--- config.mk ---
export PLATFORM = sky130hd
export DESIGN_NAME = ufp_user_flash_program_entry
export DESIGN_NICKNAME = d
export VERILOG_FILES = /design/src/core/ufp_pkg.sv /design/src/core/ufp_key_window.sv /design/src/core/ufp_block_counter.sv /design/src/core/ufp_user_flash_program_entry.sv
export VERILOG_INCLUDE_DIRS = /design/src /design/src/core
export SDC_FILE = /design/constraint.sdc
export NUM_CORES = 1
export LEC_CHECK = 0
export ABC_AREA = 1
export BUFFER_PORTS_ARGS = -buffer_cell sky130_fd_sc_hd__clkbuf_2
export CORE_UTILIZATION = 38
export DETAILED_ROUTE_END_ITERATION = 8
export HOLD_SLACK_MARGIN = 0.12
export SLEW_MARGIN = 25
export SYNTH_ARGS = -nofsm -noshare
export SYNTH_HDL_FRONTEND = slang
export SYNTH_SLANG_ARGS = --single-unit
--- constraint.sdc ---
create_clock -name clk -period 1.5 [get_ports clk]
set_input_delay 0.3 -clock clk [delete_from_list [all_inputs] [get_ports clk]]
set_output_delay 0.3 -clock clk [all_outputs]
set_load 0.01 [all_outputs]
--- src/core/ufp_map.svh ---
`ifndef UFP_MAP_SVH
`define UFP_MAP_SVH

// Boot-ROM entry points selected by the call target operand.
`define UFP_ENTRY_PAGE_ERASE  8'h17
`define UFP_ENTRY_MASS_ERASE  8'h1a
`define UFP_ENTRY_READ_BYTE   8'h11
`define UFP_ENTRY_WRITE_BYTE  8'h14
`define UFP_ENTRY_BLOCK_READ  8'h26
`define UFP_ENTRY_BLOCK_WRITE 8'h23
`define UFP_ENTRY_EXIT        8'h62
`define UFP_ENTRY_SERIAL_ISP  8'h00

// Key values.
`define UFP_UNLOCK_KEY        8'h98
`define UFP_MASS_CONFIRM_KEY  8'h55

// Largest block write count.
`define UFP_BLOCK_WRITE_MAX   8'h10

// Instruction cycles for which the unlock key stays valid.
`define UFP_KEY_WINDOW_CYCLES 3'h6

// Reset values.
`define UFP_BYTE_RESET        8'h00
`define UFP_ADDR_RESET        16'h0000

`endif

--- src/core/ufp_pkg.sv ---
package ufp_pkg;

  typedef enum logic [6:0] {
    UFP_S_IDLE   = 7'b0000001,
    UFP_S_FLASH  = 7'b0000010,
    UFP_S_RAM_WR = 7'b0000100,
    UFP_S_RAM_RD = 7'b0001000,
    UFP_S_DONE   = 7'b0010000,
    UFP_S_ISP    = 7'b0100000,
    UFP_S_RST    = 7'b1000000
  } ufp_state_e;

  typedef enum logic [1:0] {
    UFP_FC_READ       = 2'h0,
    UFP_FC_WRITE      = 2'h1,
    UFP_FC_PAGE_ERASE = 2'h2,
    UFP_FC_MASS_ERASE = 2'h3
  } ufp_fcmd_e;

  typedef logic [7:0] ufp_byte_t;

endpackage : ufp_pkg

--- src/core/ufp_key_window.sv ---
`timescale 1ns/1ps
`include "ufp_map.svh"

module ufp_key_window (
  input  logic           clk,
  input  logic           reset_n,
  input  logic           key_write,
  input  ufp_pkg::ufp_byte_t key_data,
  input  logic           consume,
  output logic           key_valid
);
  import ufp_pkg::*;

  logic [2:0] left_reg;

  // The key arms a short window; any other key value or a call closes it.
  always_ff @(posedge clk or negedge reset_n) begin
    if (!reset_n) begin
      left_reg <= 3'h0;
    end else if (key_write) begin
      left_reg <= (key_data == `UFP_UNLOCK_KEY) ? `UFP_KEY_WINDOW_CYCLES : 3'h0;
    end else if (consume) begin
      left_reg <= 3'h0;
    end else if (left_reg != 3'h0) begin
      left_reg <= left_reg - 3'h1;
    end
  end

  assign key_valid = (left_reg != 3'h0);

endmodule : ufp_key_window

--- src/core/ufp_block_counter.sv ---
`timescale 1ns/1ps
`include "ufp_map.svh"

module ufp_block_counter (
  input  logic               clk,
  input  logic               reset_n,
  input  logic               load,
  input  ufp_pkg::ufp_byte_t load_value,
  input  logic               step,
  output ufp_pkg::ufp_byte_t count,
  output logic               last
);
  import ufp_pkg::*;

  ufp_byte_t count_reg;

  // Counts the bytes that remain in a block transfer.
  always_ff @(posedge clk or negedge reset_n) begin
    if (!reset_n) begin
      count_reg <= `UFP_BYTE_RESET;
    end else if (load) begin
      count_reg <= load_value;
    end else if (step && (count_reg != 8'h00)) begin
      count_reg <= count_reg - 8'h01;
    end
  end

  assign count = count_reg;
  assign last  = (count_reg == 8'h01);

endmodule : ufp_block_counter

--- src/core/ufp_user_flash_program_entry.sv ---
`timescale 1ns/1ps
`include "ufp_map.svh"

// Operation
// Caller picks the operation by the entry value given to the boot ROM call.
// Entry 0x17 erases the flash page at the high and low address bytes.
// Caller loads high and low address bytes before any addressed operation.
// Entry 0x1A erases all flash, only with 0x55 in the accumulator.
// After a mass erase the device enters serial programming mode, no return.
// Entry 0x11 reads one flash byte into the read result location.
// Entry 0x14 programs the write data byte at the supplied address.
// Entry 0x26 reads n flash bytes, n from 0 to 255.
// Block read bytes go to successive RAM locations from the index pointer.
// Entry 0x23 programs n flash bytes, n from 0 to 16.
// Caller keeps a block write inside one 64-byte boundary.
// Block write takes bytes from successive RAM locations from the index pointer.
// Caller sets the RAM segment so the index pointer hits the wanted area.
// Entry 0x62 resets the device instead of returning.
// Entry 0x00 enters serial programming mode until a serial exit resets.
// No security check here; calling firmware enforces its own protection.
// A call counts only if key 0x98 was written within six cycles before.
// Caller loads the write timing register before any write or erase.
// Interrupts are blocked during an operation; the global enable is untouched.
// Other operations resume at the instruction after the call.
module ufp_user_flash_program_entry (
  input  logic                clk,
  input  logic                reset_n,
  input  logic                boot_rom_call,
  input  ufp_pkg::ufp_byte_t  call_entry,
  input  ufp_pkg::ufp_byte_t  accumulator,
  input  logic                key_write,
  input  ufp_pkg::ufp_byte_t  unlock_key_reg,
  input  ufp_pkg::ufp_byte_t  flash_addr_high,
  input  ufp_pkg::ufp_byte_t  flash_addr_low,
  input  ufp_pkg::ufp_byte_t  write_data_holder,
  input  ufp_pkg::ufp_byte_t  block_byte_count,
  input  ufp_pkg::ufp_byte_t  index_ptr,
  input  ufp_pkg::ufp_byte_t  ram_segment,
  input  logic                flash_ack,
  input  ufp_pkg::ufp_byte_t  flash_rdata,
  input  logic                ram_ack,
  input  ufp_pkg::ufp_byte_t  ram_rdata,
  output logic                flash_req,
  output ufp_pkg::ufp_fcmd_e  flash_cmd,
  output logic [15:0]         flash_addr,
  output ufp_pkg::ufp_byte_t  flash_wdata,
  output logic                ram_req,
  output logic                ram_we,
  output logic [15:0]         ram_addr,
  output ufp_pkg::ufp_byte_t  ram_wdata,
  output ufp_pkg::ufp_byte_t  read_result,
  output logic                busy,
  output logic                irq_block,
  output logic                call_return,
  output logic                call_rejected,
  output logic                isp_mode,
  output logic                device_reset_req
);
  import ufp_pkg::*;

  ufp_state_e state_reg;
  ufp_state_e state_next;
  ufp_byte_t  op_reg;
  logic       key_ok;
  logic       call_ok;
  logic       step;
  logic       cnt_last;
  ufp_byte_t  cnt_value;

  logic       flash_req_reg;
  ufp_fcmd_e  flash_cmd_reg;
  logic [15:0] flash_addr_reg;
  ufp_byte_t  flash_wdata_reg;
  logic       ram_req_reg;
  logic       ram_we_reg;
  logic [15:0] ram_addr_reg;
  ufp_byte_t  ram_wdata_reg;
  ufp_byte_t  read_result_reg;
  logic       busy_reg;
  logic       irq_block_reg;
  logic       call_return_reg;
  logic       call_rejected_reg;
  logic       isp_mode_reg;
  logic       reset_req_reg;

  // A call is taken only when idle and the unlock window is still open.
  assign call_ok = boot_rom_call && key_ok && (state_reg == UFP_S_IDLE);

  ufp_key_window u_key (
    .clk       (clk),
    .reset_n   (reset_n),
    .key_write (key_write),
    .key_data  (unlock_key_reg),
    .consume   (boot_rom_call),
    .key_valid (key_ok)
  );

  // One byte of a block is finished when its second half of the transfer is acknowledged.
  assign step = ((state_reg == UFP_S_RAM_WR) && ram_ack) ||
                ((state_reg == UFP_S_FLASH) && flash_ack && (op_reg == `UFP_ENTRY_BLOCK_WRITE));

  ufp_block_counter u_cnt (
    .clk        (clk),
    .reset_n    (reset_n),
    .load       (call_ok),
    .load_value (block_byte_count),
    .step       (step),
    .count      (cnt_value),
    .last       (cnt_last)
  );

  // Sequencing of each entry point.
  always_comb begin
    state_next = state_reg;
    case (state_reg)
      UFP_S_IDLE: begin
        if (call_ok) begin
          if (call_entry == `UFP_ENTRY_PAGE_ERASE) begin
            state_next = UFP_S_FLASH;
          end else if (call_entry == `UFP_ENTRY_MASS_ERASE) begin
            state_next = (accumulator == `UFP_MASS_CONFIRM_KEY) ? UFP_S_FLASH : UFP_S_DONE;
          end else if ((call_entry == `UFP_ENTRY_READ_BYTE) ||
                       (call_entry == `UFP_ENTRY_WRITE_BYTE)) begin
            state_next = UFP_S_FLASH;
          end else if (call_entry == `UFP_ENTRY_BLOCK_READ) begin
            state_next = (block_byte_count == 8'h00) ? UFP_S_DONE : UFP_S_FLASH;
          end else if (call_entry == `UFP_ENTRY_BLOCK_WRITE) begin
            state_next = ((block_byte_count == 8'h00) ||
                          (block_byte_count > `UFP_BLOCK_WRITE_MAX)) ?
                         UFP_S_DONE : UFP_S_RAM_RD;
          end else if (call_entry == `UFP_ENTRY_EXIT) begin
            state_next = UFP_S_RST;
          end else if (call_entry == `UFP_ENTRY_SERIAL_ISP) begin
            state_next = UFP_S_ISP;
          end else begin
            state_next = UFP_S_DONE;
          end
        end
      end
      UFP_S_FLASH: begin
        if (flash_ack) begin
          if (op_reg == `UFP_ENTRY_MASS_ERASE) begin
            state_next = UFP_S_ISP;
          end else if (op_reg == `UFP_ENTRY_BLOCK_READ) begin
            state_next = UFP_S_RAM_WR;
          end else if ((op_reg == `UFP_ENTRY_BLOCK_WRITE) && !cnt_last) begin
            state_next = UFP_S_RAM_RD;
          end else begin
            state_next = UFP_S_DONE;
          end
        end
      end
      UFP_S_RAM_WR: begin
        if (ram_ack) begin
          state_next = cnt_last ? UFP_S_DONE : UFP_S_FLASH;
        end
      end
      UFP_S_RAM_RD: begin
        if (ram_ack) begin
          state_next = UFP_S_FLASH;
        end
      end
      UFP_S_DONE: begin
        state_next = UFP_S_IDLE;
      end
      UFP_S_ISP: begin
        state_next = UFP_S_ISP;
      end
      UFP_S_RST: begin
        state_next = UFP_S_RST;
      end
      default: begin
        state_next = UFP_S_IDLE;
      end
    endcase
  end

  always_ff @(posedge clk or negedge reset_n) begin
    if (!reset_n) begin
      state_reg <= UFP_S_IDLE;
    end else begin
      state_reg <= state_next;
    end
  end

  // Operation and flash command captured at the call.
  always_ff @(posedge clk or negedge reset_n) begin
    if (!reset_n) begin
      op_reg        <= `UFP_BYTE_RESET;
      flash_cmd_reg <= UFP_FC_READ;
    end else if (call_ok) begin
      op_reg <= call_entry;
      if (call_entry == `UFP_ENTRY_PAGE_ERASE) begin
        flash_cmd_reg <= UFP_FC_PAGE_ERASE;
      end else if (call_entry == `UFP_ENTRY_MASS_ERASE) begin
        flash_cmd_reg <= UFP_FC_MASS_ERASE;
      end else if ((call_entry == `UFP_ENTRY_WRITE_BYTE) ||
                   (call_entry == `UFP_ENTRY_BLOCK_WRITE)) begin
        flash_cmd_reg <= UFP_FC_WRITE;
      end else begin
        flash_cmd_reg <= UFP_FC_READ;
      end
    end
  end

  // Flash address from the two address bytes, stepping through a block.
  always_ff @(posedge clk or negedge reset_n) begin
    if (!reset_n) begin
      flash_addr_reg <= `UFP_ADDR_RESET;
    end else if (call_ok) begin
      flash_addr_reg <= {flash_addr_high, flash_addr_low};
    end else if (step) begin
      flash_addr_reg <= flash_addr_reg + 16'h0001;
    end
  end

  // RAM address from segment and index pointer, one location per byte.
  always_ff @(posedge clk or negedge reset_n) begin
    if (!reset_n) begin
      ram_addr_reg <= `UFP_ADDR_RESET;
    end else if (call_ok) begin
      ram_addr_reg <= {ram_segment, index_ptr};
    end else if (((state_reg == UFP_S_RAM_WR) || (state_reg == UFP_S_RAM_RD)) && ram_ack) begin
      ram_addr_reg <= ram_addr_reg + 16'h0001;
    end
  end

  // Data paths between the two sides.
  always_ff @(posedge clk or negedge reset_n) begin
    if (!reset_n) begin
      flash_wdata_reg <= `UFP_BYTE_RESET;
    end else if (call_ok) begin
      flash_wdata_reg <= write_data_holder;
    end else if ((state_reg == UFP_S_RAM_RD) && ram_ack) begin
      flash_wdata_reg <= ram_rdata;
    end
  end

  always_ff @(posedge clk or negedge reset_n) begin
    if (!reset_n) begin
      ram_wdata_reg <= `UFP_BYTE_RESET;
    end else if ((state_reg == UFP_S_FLASH) && flash_ack &&
                 (op_reg == `UFP_ENTRY_BLOCK_READ)) begin
      ram_wdata_reg <= flash_rdata;
    end
  end

  always_ff @(posedge clk or negedge reset_n) begin
    if (!reset_n) begin
      read_result_reg <= `UFP_BYTE_RESET;
    end else if ((state_reg == UFP_S_FLASH) && flash_ack && (op_reg == `UFP_ENTRY_READ_BYTE)) begin
      read_result_reg <= flash_rdata;
    end
  end

  // Handshake and status outputs, registered from the next state except call_rejected, which comes from the current state.
  always_ff @(posedge clk or negedge reset_n) begin
    if (!reset_n) begin
      flash_req_reg     <= 1'b0;
      ram_req_reg       <= 1'b0;
      ram_we_reg        <= 1'b0;
      busy_reg          <= 1'b0;
      irq_block_reg     <= 1'b0;
      call_return_reg   <= 1'b0;
      call_rejected_reg <= 1'b0;
      isp_mode_reg      <= 1'b0;
      reset_req_reg     <= 1'b0;
    end else begin
      flash_req_reg     <= (state_next == UFP_S_FLASH);
      ram_req_reg       <= (state_next == UFP_S_RAM_WR) || (state_next == UFP_S_RAM_RD);
      ram_we_reg        <= (state_next == UFP_S_RAM_WR);
      busy_reg          <= (state_next != UFP_S_IDLE);
      irq_block_reg     <= (state_next != UFP_S_IDLE);
      call_return_reg   <= (state_next == UFP_S_DONE);
      call_rejected_reg <= boot_rom_call && !key_ok && (state_reg == UFP_S_IDLE);
      isp_mode_reg      <= (state_next == UFP_S_ISP);
      reset_req_reg     <= (state_next == UFP_S_RST);
    end
  end

  assign flash_req        = flash_req_reg;
  assign flash_cmd        = flash_cmd_reg;
  assign flash_addr       = flash_addr_reg;
  assign flash_wdata      = flash_wdata_reg;
  assign ram_req          = ram_req_reg;
  assign ram_we           = ram_we_reg;
  assign ram_addr         = ram_addr_reg;
  assign ram_wdata        = ram_wdata_reg;
  assign read_result      = read_result_reg;
  assign busy             = busy_reg;
  assign irq_block        = irq_block_reg;
  assign call_return      = call_return_reg;
  assign call_rejected    = call_rejected_reg;
  assign isp_mode         = isp_mode_reg;
  assign device_reset_req = reset_req_reg;
endmodule : ufp_user_flash_program_entry

# --- Yosys cells after proc, flatten, opt, wreduce, memory -nomap -nowiden ---
# Index checks and enable logic that the tools add are counted.
totals:
  regBits: 92
  latch_bits: 0
  ramBits: 0
  rom_bits: 0
  elab_cells: 114
  n_memories: 0
op_classes:
  add_sub_neg: 4
  n_mul: 0
  div_mod_pow: 0
  n_lt_le_gt_ge: 1
  n_eq_ne: 27
  shifts: 0
  n_mux: 34
  bitwise_logic: 0
  reduce_logical: 30
op_table:
  columns: ["cell", "count"]
  rows:
  - ["two-way mux 7 bit", 10]
  - ["two-way mux 16 bit", 4]
  - ["== test 8 x 5 -> 1 bit (second input constant)", 6]
  - ["case mux 7 bit (6 select lines)", 1]
  - ["adder 16 x 1 -> 16 bit (second input constant)", 2]
  - ["== test 8 x 6 -> 1 bit (second input constant)", 4]
  - ["two-way mux 8 bit", 4]
  - ["two-way mux 5 bit", 6]
  - ["== test 8 x 7 -> 1 bit (second input constant)", 2]
  - ["logical NOT 8 bit", 2]
  - ["== test 7 x 2 -> 1 bit (second input constant)", 2]
  - ["== test 7 x 3 -> 1 bit (second input constant)", 2]
  - ["== test 7 x 4 -> 1 bit (second input constant)", 2]
  - ["== test 7 x 6 -> 1 bit (second input constant)", 2]
  - ["== test 7 bit (second input constant)", 2]
  - ["logical AND 1 bit", 13]
  - ["two-way mux 3 bit", 4]
  - ["two-way mux 6 bit", 2]
  - ["== test 8 x 1 -> 1 bit (second input constant)", 1]
  - ["== test 8 bit (second input constant)", 1]
  - ["> comparator 8 x 5 -> 1 bit (second input constant)", 1]
  - ["nonzero test 2 bit", 4]
  - ["nonzero test 8 bit", 1]
  - ["subtractor 8 x 1 -> 8 bit (second input constant)", 1]
  - ["9 further kinds", 17]

# --- Logic depth before layout (Yosys ltp) ---
logic_depth:
  depth_word: 12
  mapped_depth: 11
  depth_no_buf: 10

# --- Cells and area by module ---
# Synthesis repeated with hierarchy kept, for this count alone.
hier_totals:
  hier_cells: 793
  area_unflattened_um2: 5715.5
modules_own_cells:
  columns: ["mod", "n_inst", "cells_each", "area_each_um2", "seq_area_each_um2"]
  rows:
  - ["ufp_user_flash_program_entry", 1, 673, 4869.7, 2028.2]
  - ["ufp_block_counter", 1, 90, 633.1, 200.2]
  - ["ufp_key_window", 1, 30, 212.7, 75.1]

# --- Least setup slack after synthesis ---
# OpenSTA, ideal clock, no wires.
synth_timing:
  kind: "flip-flop to flip-flop"
  startpoint: "register u_key.left_reg[0]"
  endpoint: "register flash_addr_reg[15], in the netlist flash_addr[15]"
  setup_time_ps: 116
  arrival_time_ps: 1478
  t_required_ps: 1384
  path_slack_ps: -95
  path_stages_with_launch: 11
  path_buffers: 2
  period_less_slack_ps: 1595
  cell_sequence: "dfrtp_1 -> inv_1 -> ha_1 -> a21oi_2 -> nand3_2 -> buf_4 -> buf_2 -> nor2_1 -> nor2_1 -> nand2_1 -> nand2_1"
synth_via:
  elab_chain_cells: 4
  elab_cells_between_ends: 5
synth_lines:
  columns: ["element", "line", "source"]
  rows:
  - ["from (decl)", "ufp_key_window.sv:14", "logic [2:0] left_reg;"]
  - ["from (signal assigned)", "ufp_key_window.sv:21", "left_reg <= (key_data == `UFP_UNLOCK_KEY) ? `UFP_KEY_WINDOW_CYCLES : 3'h0;"]
  - ["from (signal assigned)", "ufp_key_window.sv:25", "left_reg <= left_reg - 3'h1;"]
  - ["nonzero test 3 bit (*)", "ufp_key_window.sv:29", "assign key_valid = (left_reg != 3'h0);"]
  - ["logical AND 1 bit (*) (2 in series)", "ufp_user_flash_program_entry.sv:87", "assign call_ok = boot_rom_call && key_ok && (state_reg == UFP_S_IDLE);"]
  - ["two-way mux 16 bit / nonzero test 2 bit (equally long branches)", null, null]
  - ["to (signal assigned)", "ufp_user_flash_program_entry.sv:209", "flash_addr_reg <= `UFP_ADDR_RESET;"]
  - ["to (signal assigned)", "ufp_user_flash_program_entry.sv:211", "flash_addr_reg <= {flash_addr_high, flash_addr_low};"]
  - ["to (signal assigned)", "ufp_user_flash_program_entry.sv:213", "flash_addr_reg <= flash_addr_reg + 16'h0001;"]
  - ["to (decl)", "ufp_user_flash_program_entry.sv:72", "logic [15:0] flash_addr_reg;"]
# Every way passes the cells marked *; elsewhere a longest branch is shown, timed or not.
# A chain may end at the register's enable or synchronous reset.

# --- Final worst setup path ---
layout_timing:
  startpoint: "register state_reg[5]"
  endpoint: "register ram_addr_reg[0], in the netlist ram_addr[0]"
layout_via:
  elab_chain_cells: 4
  elab_cells_between_ends: 8
layout_lines:
  columns: ["element", "line", "source"]
  rows:
  - ["from (decl)", "ufp_user_flash_program_entry.sv:61", "ufp_state_e state_reg;"]
  - ["from (signal assigned)", "ufp_user_flash_program_entry.sv:182", "state_reg <= state_next;"]
  - ["== test 7 x 3 -> 1 bit / == test 7 x 4 -> 1 bit (equally long branches)", "ufp_user_flash_program_entry.sv:223", "end else if (((state_reg == UFP_S_RAM_WR) || (state_reg == UFP_S_RAM_RD)) && ram_ack) begin"]
  - ["logical OR 1 bit", "ufp_user_flash_program_entry.sv:223", null]
  - ["logical AND 1 bit", "ufp_user_flash_program_entry.sv:223", null]
  - ["nonzero test 2 bit (no line)", null, null]
  - ["to (signal assigned)", "ufp_user_flash_program_entry.sv:220", "ram_addr_reg <= `UFP_ADDR_RESET;"]
  - ["to (signal assigned)", "ufp_user_flash_program_entry.sv:222", "ram_addr_reg <= {ram_segment, index_ptr};"]
  - ["to (signal assigned)", "ufp_user_flash_program_entry.sv:224", "ram_addr_reg <= ram_addr_reg + 16'h0001;"]
  - ["to (decl)", "ufp_user_flash_program_entry.sv:76", "logic [15:0] ram_addr_reg;"]
# Parallel ways exist; a longest one is shown, timed or not.

==> impl_metrics.tcl <==
set metrics [dict create \
    route.antenna.remaining_nets 0 \
    totalWireLength_mm 16.86 \
    yosys.area_share.adder 0.01565 \
    outcome "complete, but fails checks" \
    final_cell_area_sq_um 8205 \
    synth_compound_area_frac 0.07823 \
    min-delay-path-class "in -> reg" \
    fmaxAchievable_ghz 0.5974 \
    num-fill-cells 1406 \
    main_combinational_cell_family_by_area_after_synthesis "simple AND/OR/NAND/NOR gates" \
    fin_skew_ns 0.008511 \
    timing.reg2reg.worst_path_depth 12 \
    place.detailed.instances 1209 \
    finalCriticalPeriod_ns 1.674 \
    setup_viol_count_final 78 \
    route.detailed.wl_per_inst_um 13.51 \
    cts_tree "done" \
    synth_simple_gate_area_frac 0.4014 \
    timing.critical_path.fanout_max 5 \
    finalNetCount 1164 \
    cts_root_buf "sky130_fd_sc_hd__clkbuf_16" \
    failed_checks "setup timing" \
    timing.hold.worst_path_depth 3 \
    max-slew-margin-rel 0.7083 \
    post_synth_xor_area_fraction 0.01565 \
    design.die.area_sq_um 15220 \
    reg2reg_from "state_reg[5]" \
    grt_first_pass_wirelength_mm 25.55 \
    dr_total_vias 6118 \
    worstPathArrival_ns 1.96 \
    grt_start_max_net_pins 47 \
    synth_top_area_frac 0.4068 \
    clk-insertion-delay-late_ns 0.36 \
    postSynthNetCount 920 \
    timing.hold.worst_endpoint "ram_wdata[5]" \
    worst-r2r-setup-slack_ns -0.17 \
    post-dp-hpwl_mm 11.53 \
    critPathKind "reg -> reg" \
    min-delay-start "flash_rdata[5]" \
    worstSetupStartpointType "register" \
    synth_seq_area_share 0.4115 \
    cell_type_contributing_the_most_total_cell_area_after_synthesis "sky130_fd_sc_hd__dfrtp_1" \
    portBuffers 160 \
    netlist-cell-type-count 40 \
    layout_setup_ws_ns -0.1740 \
    drt-vias-per-instance 4.902 \
    clock_tree.htree_level_count 3 \
    gr-usage-all-layers 0.2163 \
    post-route-util 0.5799 \
    numClockSinks 92 \
    timing.final.hold_violations 0 \
    grt_pass1_vias 5630 \
    post_route_cells_drive_above_1_share 0.3511 \
    fin_total_pwr_uw 12370 \
    pin_count 161 \
    final-instance-count-excl-fill 1248 \
    power.ir.vdd_worst_v 0.0006640 \
    worst_setup_hold_path_clk_slew_ns 0.07 \
    postSynth.asyncResetShare 1.000 \
    period_share 1.116 \
    synthesized_instance_count 819 \
    gr-total-overflow 0 \
    crit_path_end_kind "register" \
    fp.dieW_um 123.4 \
    drt-initial-drc-count 386 \
    cellPowerDensity_nw_per_um2 1508 \
    placeableCoreArea_sq_um 14150 \
    floorplan.initialDensity 0.3956 \
    critPathRequiredTime_ns 1.78 \
    place_congestion 0.8917 \
    synth.ff_latch_count 92 \
    post_synth_main_area_contributors "sky130_fd_sc_hd__dfrtp_1 41%, sky130_fd_sc_hd__nand2_1 19%, sky130_fd_sc_hd__nor2_1 8.0%, sky130_fd_sc_hd__nand3_1 6.1%, sky130_fd_sc_hd__inv_1 4.6%" \
    muxShareOfSynthArea 0 \
    cts_buffers 9 \
    r2r-end "ram_addr[0]" \
    number_of_antenna_violations_at_the_first_check_in_global_routing 0 \
    detailed_place.area_sq_um 7159 \
    chipHeight_um 123.4 \
    detailedRoute.firstPassIterationCount 5 \
    yosys_warning_count 0 \
    pins_over_slew_limit 0 \
    placementRows 43 \
    post-route-drc-count 0 \
    max_cap_viol_count 0 \
    clock_tree.buffer_depth 2 \
    unrepaired_setup_endpoints_after_global_routing "true" \
    avgSynthCellArea_sq_um 6.835 \
    synth-edff-count 0 \
    p_leak_uw 0.004344 \
    dominantRegCellSynth "sky130_fd_sc_hd__dfrtp_1" \
    most-common-layout-cells "258 x sky130_fd_sc_hd__nand2_1, 159 x sky130_fd_sc_hd__clkbuf_2, 104 x sky130_fd_sc_hd__nor2_1, 91 x sky130_fd_sc_hd__dfrtp_1, 65 x sky130_fd_sc_hd__inv_1" \
    num_antenna_cells 0 \
    mostFrequentLayoutCell "sky130_fd_sc_hd__nand2_1" \
    area_grow_syn2layout_pct 46.58 \
    worstMarginPinSlew_ns 0.4352 \
    synth_area_sq_um 5598 \
]
-- kinds of logic (layout without fill, tap and decap cells) --
group,Yosys count,after routing
AO/OA/AOI/OAI,82,82
XOR/XNOR,10,10
adder cells (fa/ha/maj),7,7
buffers and inverters,103,351
flip-flops,92,92
AND/OR/NAND/NOR,525,526
-- worst max path at each step --
stage | from | end | depth (start not counted) | slack [ns]
4_1_cts | u_key.left_reg[0] | ram_addr[11] | 8 | -0.16
3_5_place_dp | state_reg[0] | u_cnt.count[7] | 11 | -0.17
3_3_place_gp | state_reg[0] | flash_addr[12] | 11 | -0.14
2_1_floorplan | state_reg[0] | flash_req | 10 | 0.02
6_report | state_reg[5] | ram_addr[0] | 12 | -0.17
5_1_grt | state_reg[5] | ram_addr[8] | 12 | -0.26
-- Yosys cell counts, types with 5 or more instances --
cell type	number
sky130_fd_sc_hd__a21oi_1	11
sky130_fd_sc_hd__xnor2_1	5
sky130_fd_sc_hd__or2_0	7
sky130_fd_sc_hd__nand2_1	284
sky130_fd_sc_hd__or2_2	5
sky130_fd_sc_hd__ha_1	7
sky130_fd_sc_hd__nand3_1	68
sky130_fd_sc_hd__o21ai_0	31
sky130_fd_sc_hd__xor2_1	5
sky130_fd_sc_hd__inv_2	12
sky130_fd_sc_hd__o21ai_1	30
sky130_fd_sc_hd__dfrtp_1	91
sky130_fd_sc_hd__nor3_1	5
sky130_fd_sc_hd__inv_1	69
sky130_fd_sc_hd__buf_2	14
sky130_fd_sc_hd__nor2_1	120
sky130_fd_sc_hd__nand4_1	17
-- timing repair --
action / CTS / global route
pin swaps: 8 / 39
setup buffers: 9 / 5
endpoints found under the hold margin: 91 / 0
hold buffers: 1 / 0
gates resized for setup: 42 / 90
endpoints found under the setup margin: 72 / 87
gates cloned: 2 / 7
-- routing by layer --
layer | part of all wire | up-vias | GRT usage
li1 | - | 3094 | -
met3 | 0.054 | 28 | 0.05028
met4 | 0.021 | 0 | 0.07154
met5 | 0 | - | 0
met1 | 0.45 | 2818 | 0.2740
met2 | 0.47 | 178 | 0.3617
-- layout make-up --
type                    instances  area, sq um  share of cell area
clock inverters                 7        122.6             0.01494
flip-flops and latches         92         2303              0.2807
repair buffers                254         1819              0.2217
well taps                     180        225.2             0.02745
inverters                      81        314.1             0.03827
multi-input cells             625         3196              0.3894
clock buffers                   9        225.2             0.02745
-- power breakdown --
group          switching, uW  total, uW  internal, uW
logic                   3080       5640          2560
clock network           1050       2690          1640
registers                784       4040          3250
total                   4920      12400          7450
-- through the flow --
stage                     setup WS (ns)  hold WS, ns  setup TNS [ns]
after global routing            -0.2562       0.1822          -15.02
after floorplan                 0.01530     0.004409               0
after detailed placement        -0.1697       0.1482          -7.023
after global placement          -0.1363       0.1504          -5.016
after CTS                       -0.1565       0.1607          -8.110
final                           -0.1740       0.1693          -8.644
-- worst max-delay path: stages, from the launching register on --
cell	delay (ns)
sky130_fd_sc_hd__dfrtp_1	0.40
sky130_fd_sc_hd__inv_2	0.07
sky130_fd_sc_hd__nand2_4	0.07
sky130_fd_sc_hd__nor2_8	0.09
sky130_fd_sc_hd__buf_6	0.12
sky130_fd_sc_hd__nand2_4	0.06
sky130_fd_sc_hd__nor2_4	0.21
sky130_fd_sc_hd__buf_6	0.17
sky130_fd_sc_hd__clkbuf_16	0.16
sky130_fd_sc_hd__nand2_2	0.04
sky130_fd_sc_hd__o21ai_1	0.06
sky130_fd_sc_hd__nand2_1	0.06
sky130_fd_sc_hd__o21ai_1	0.07
Power figures use the tool's default switching activity.
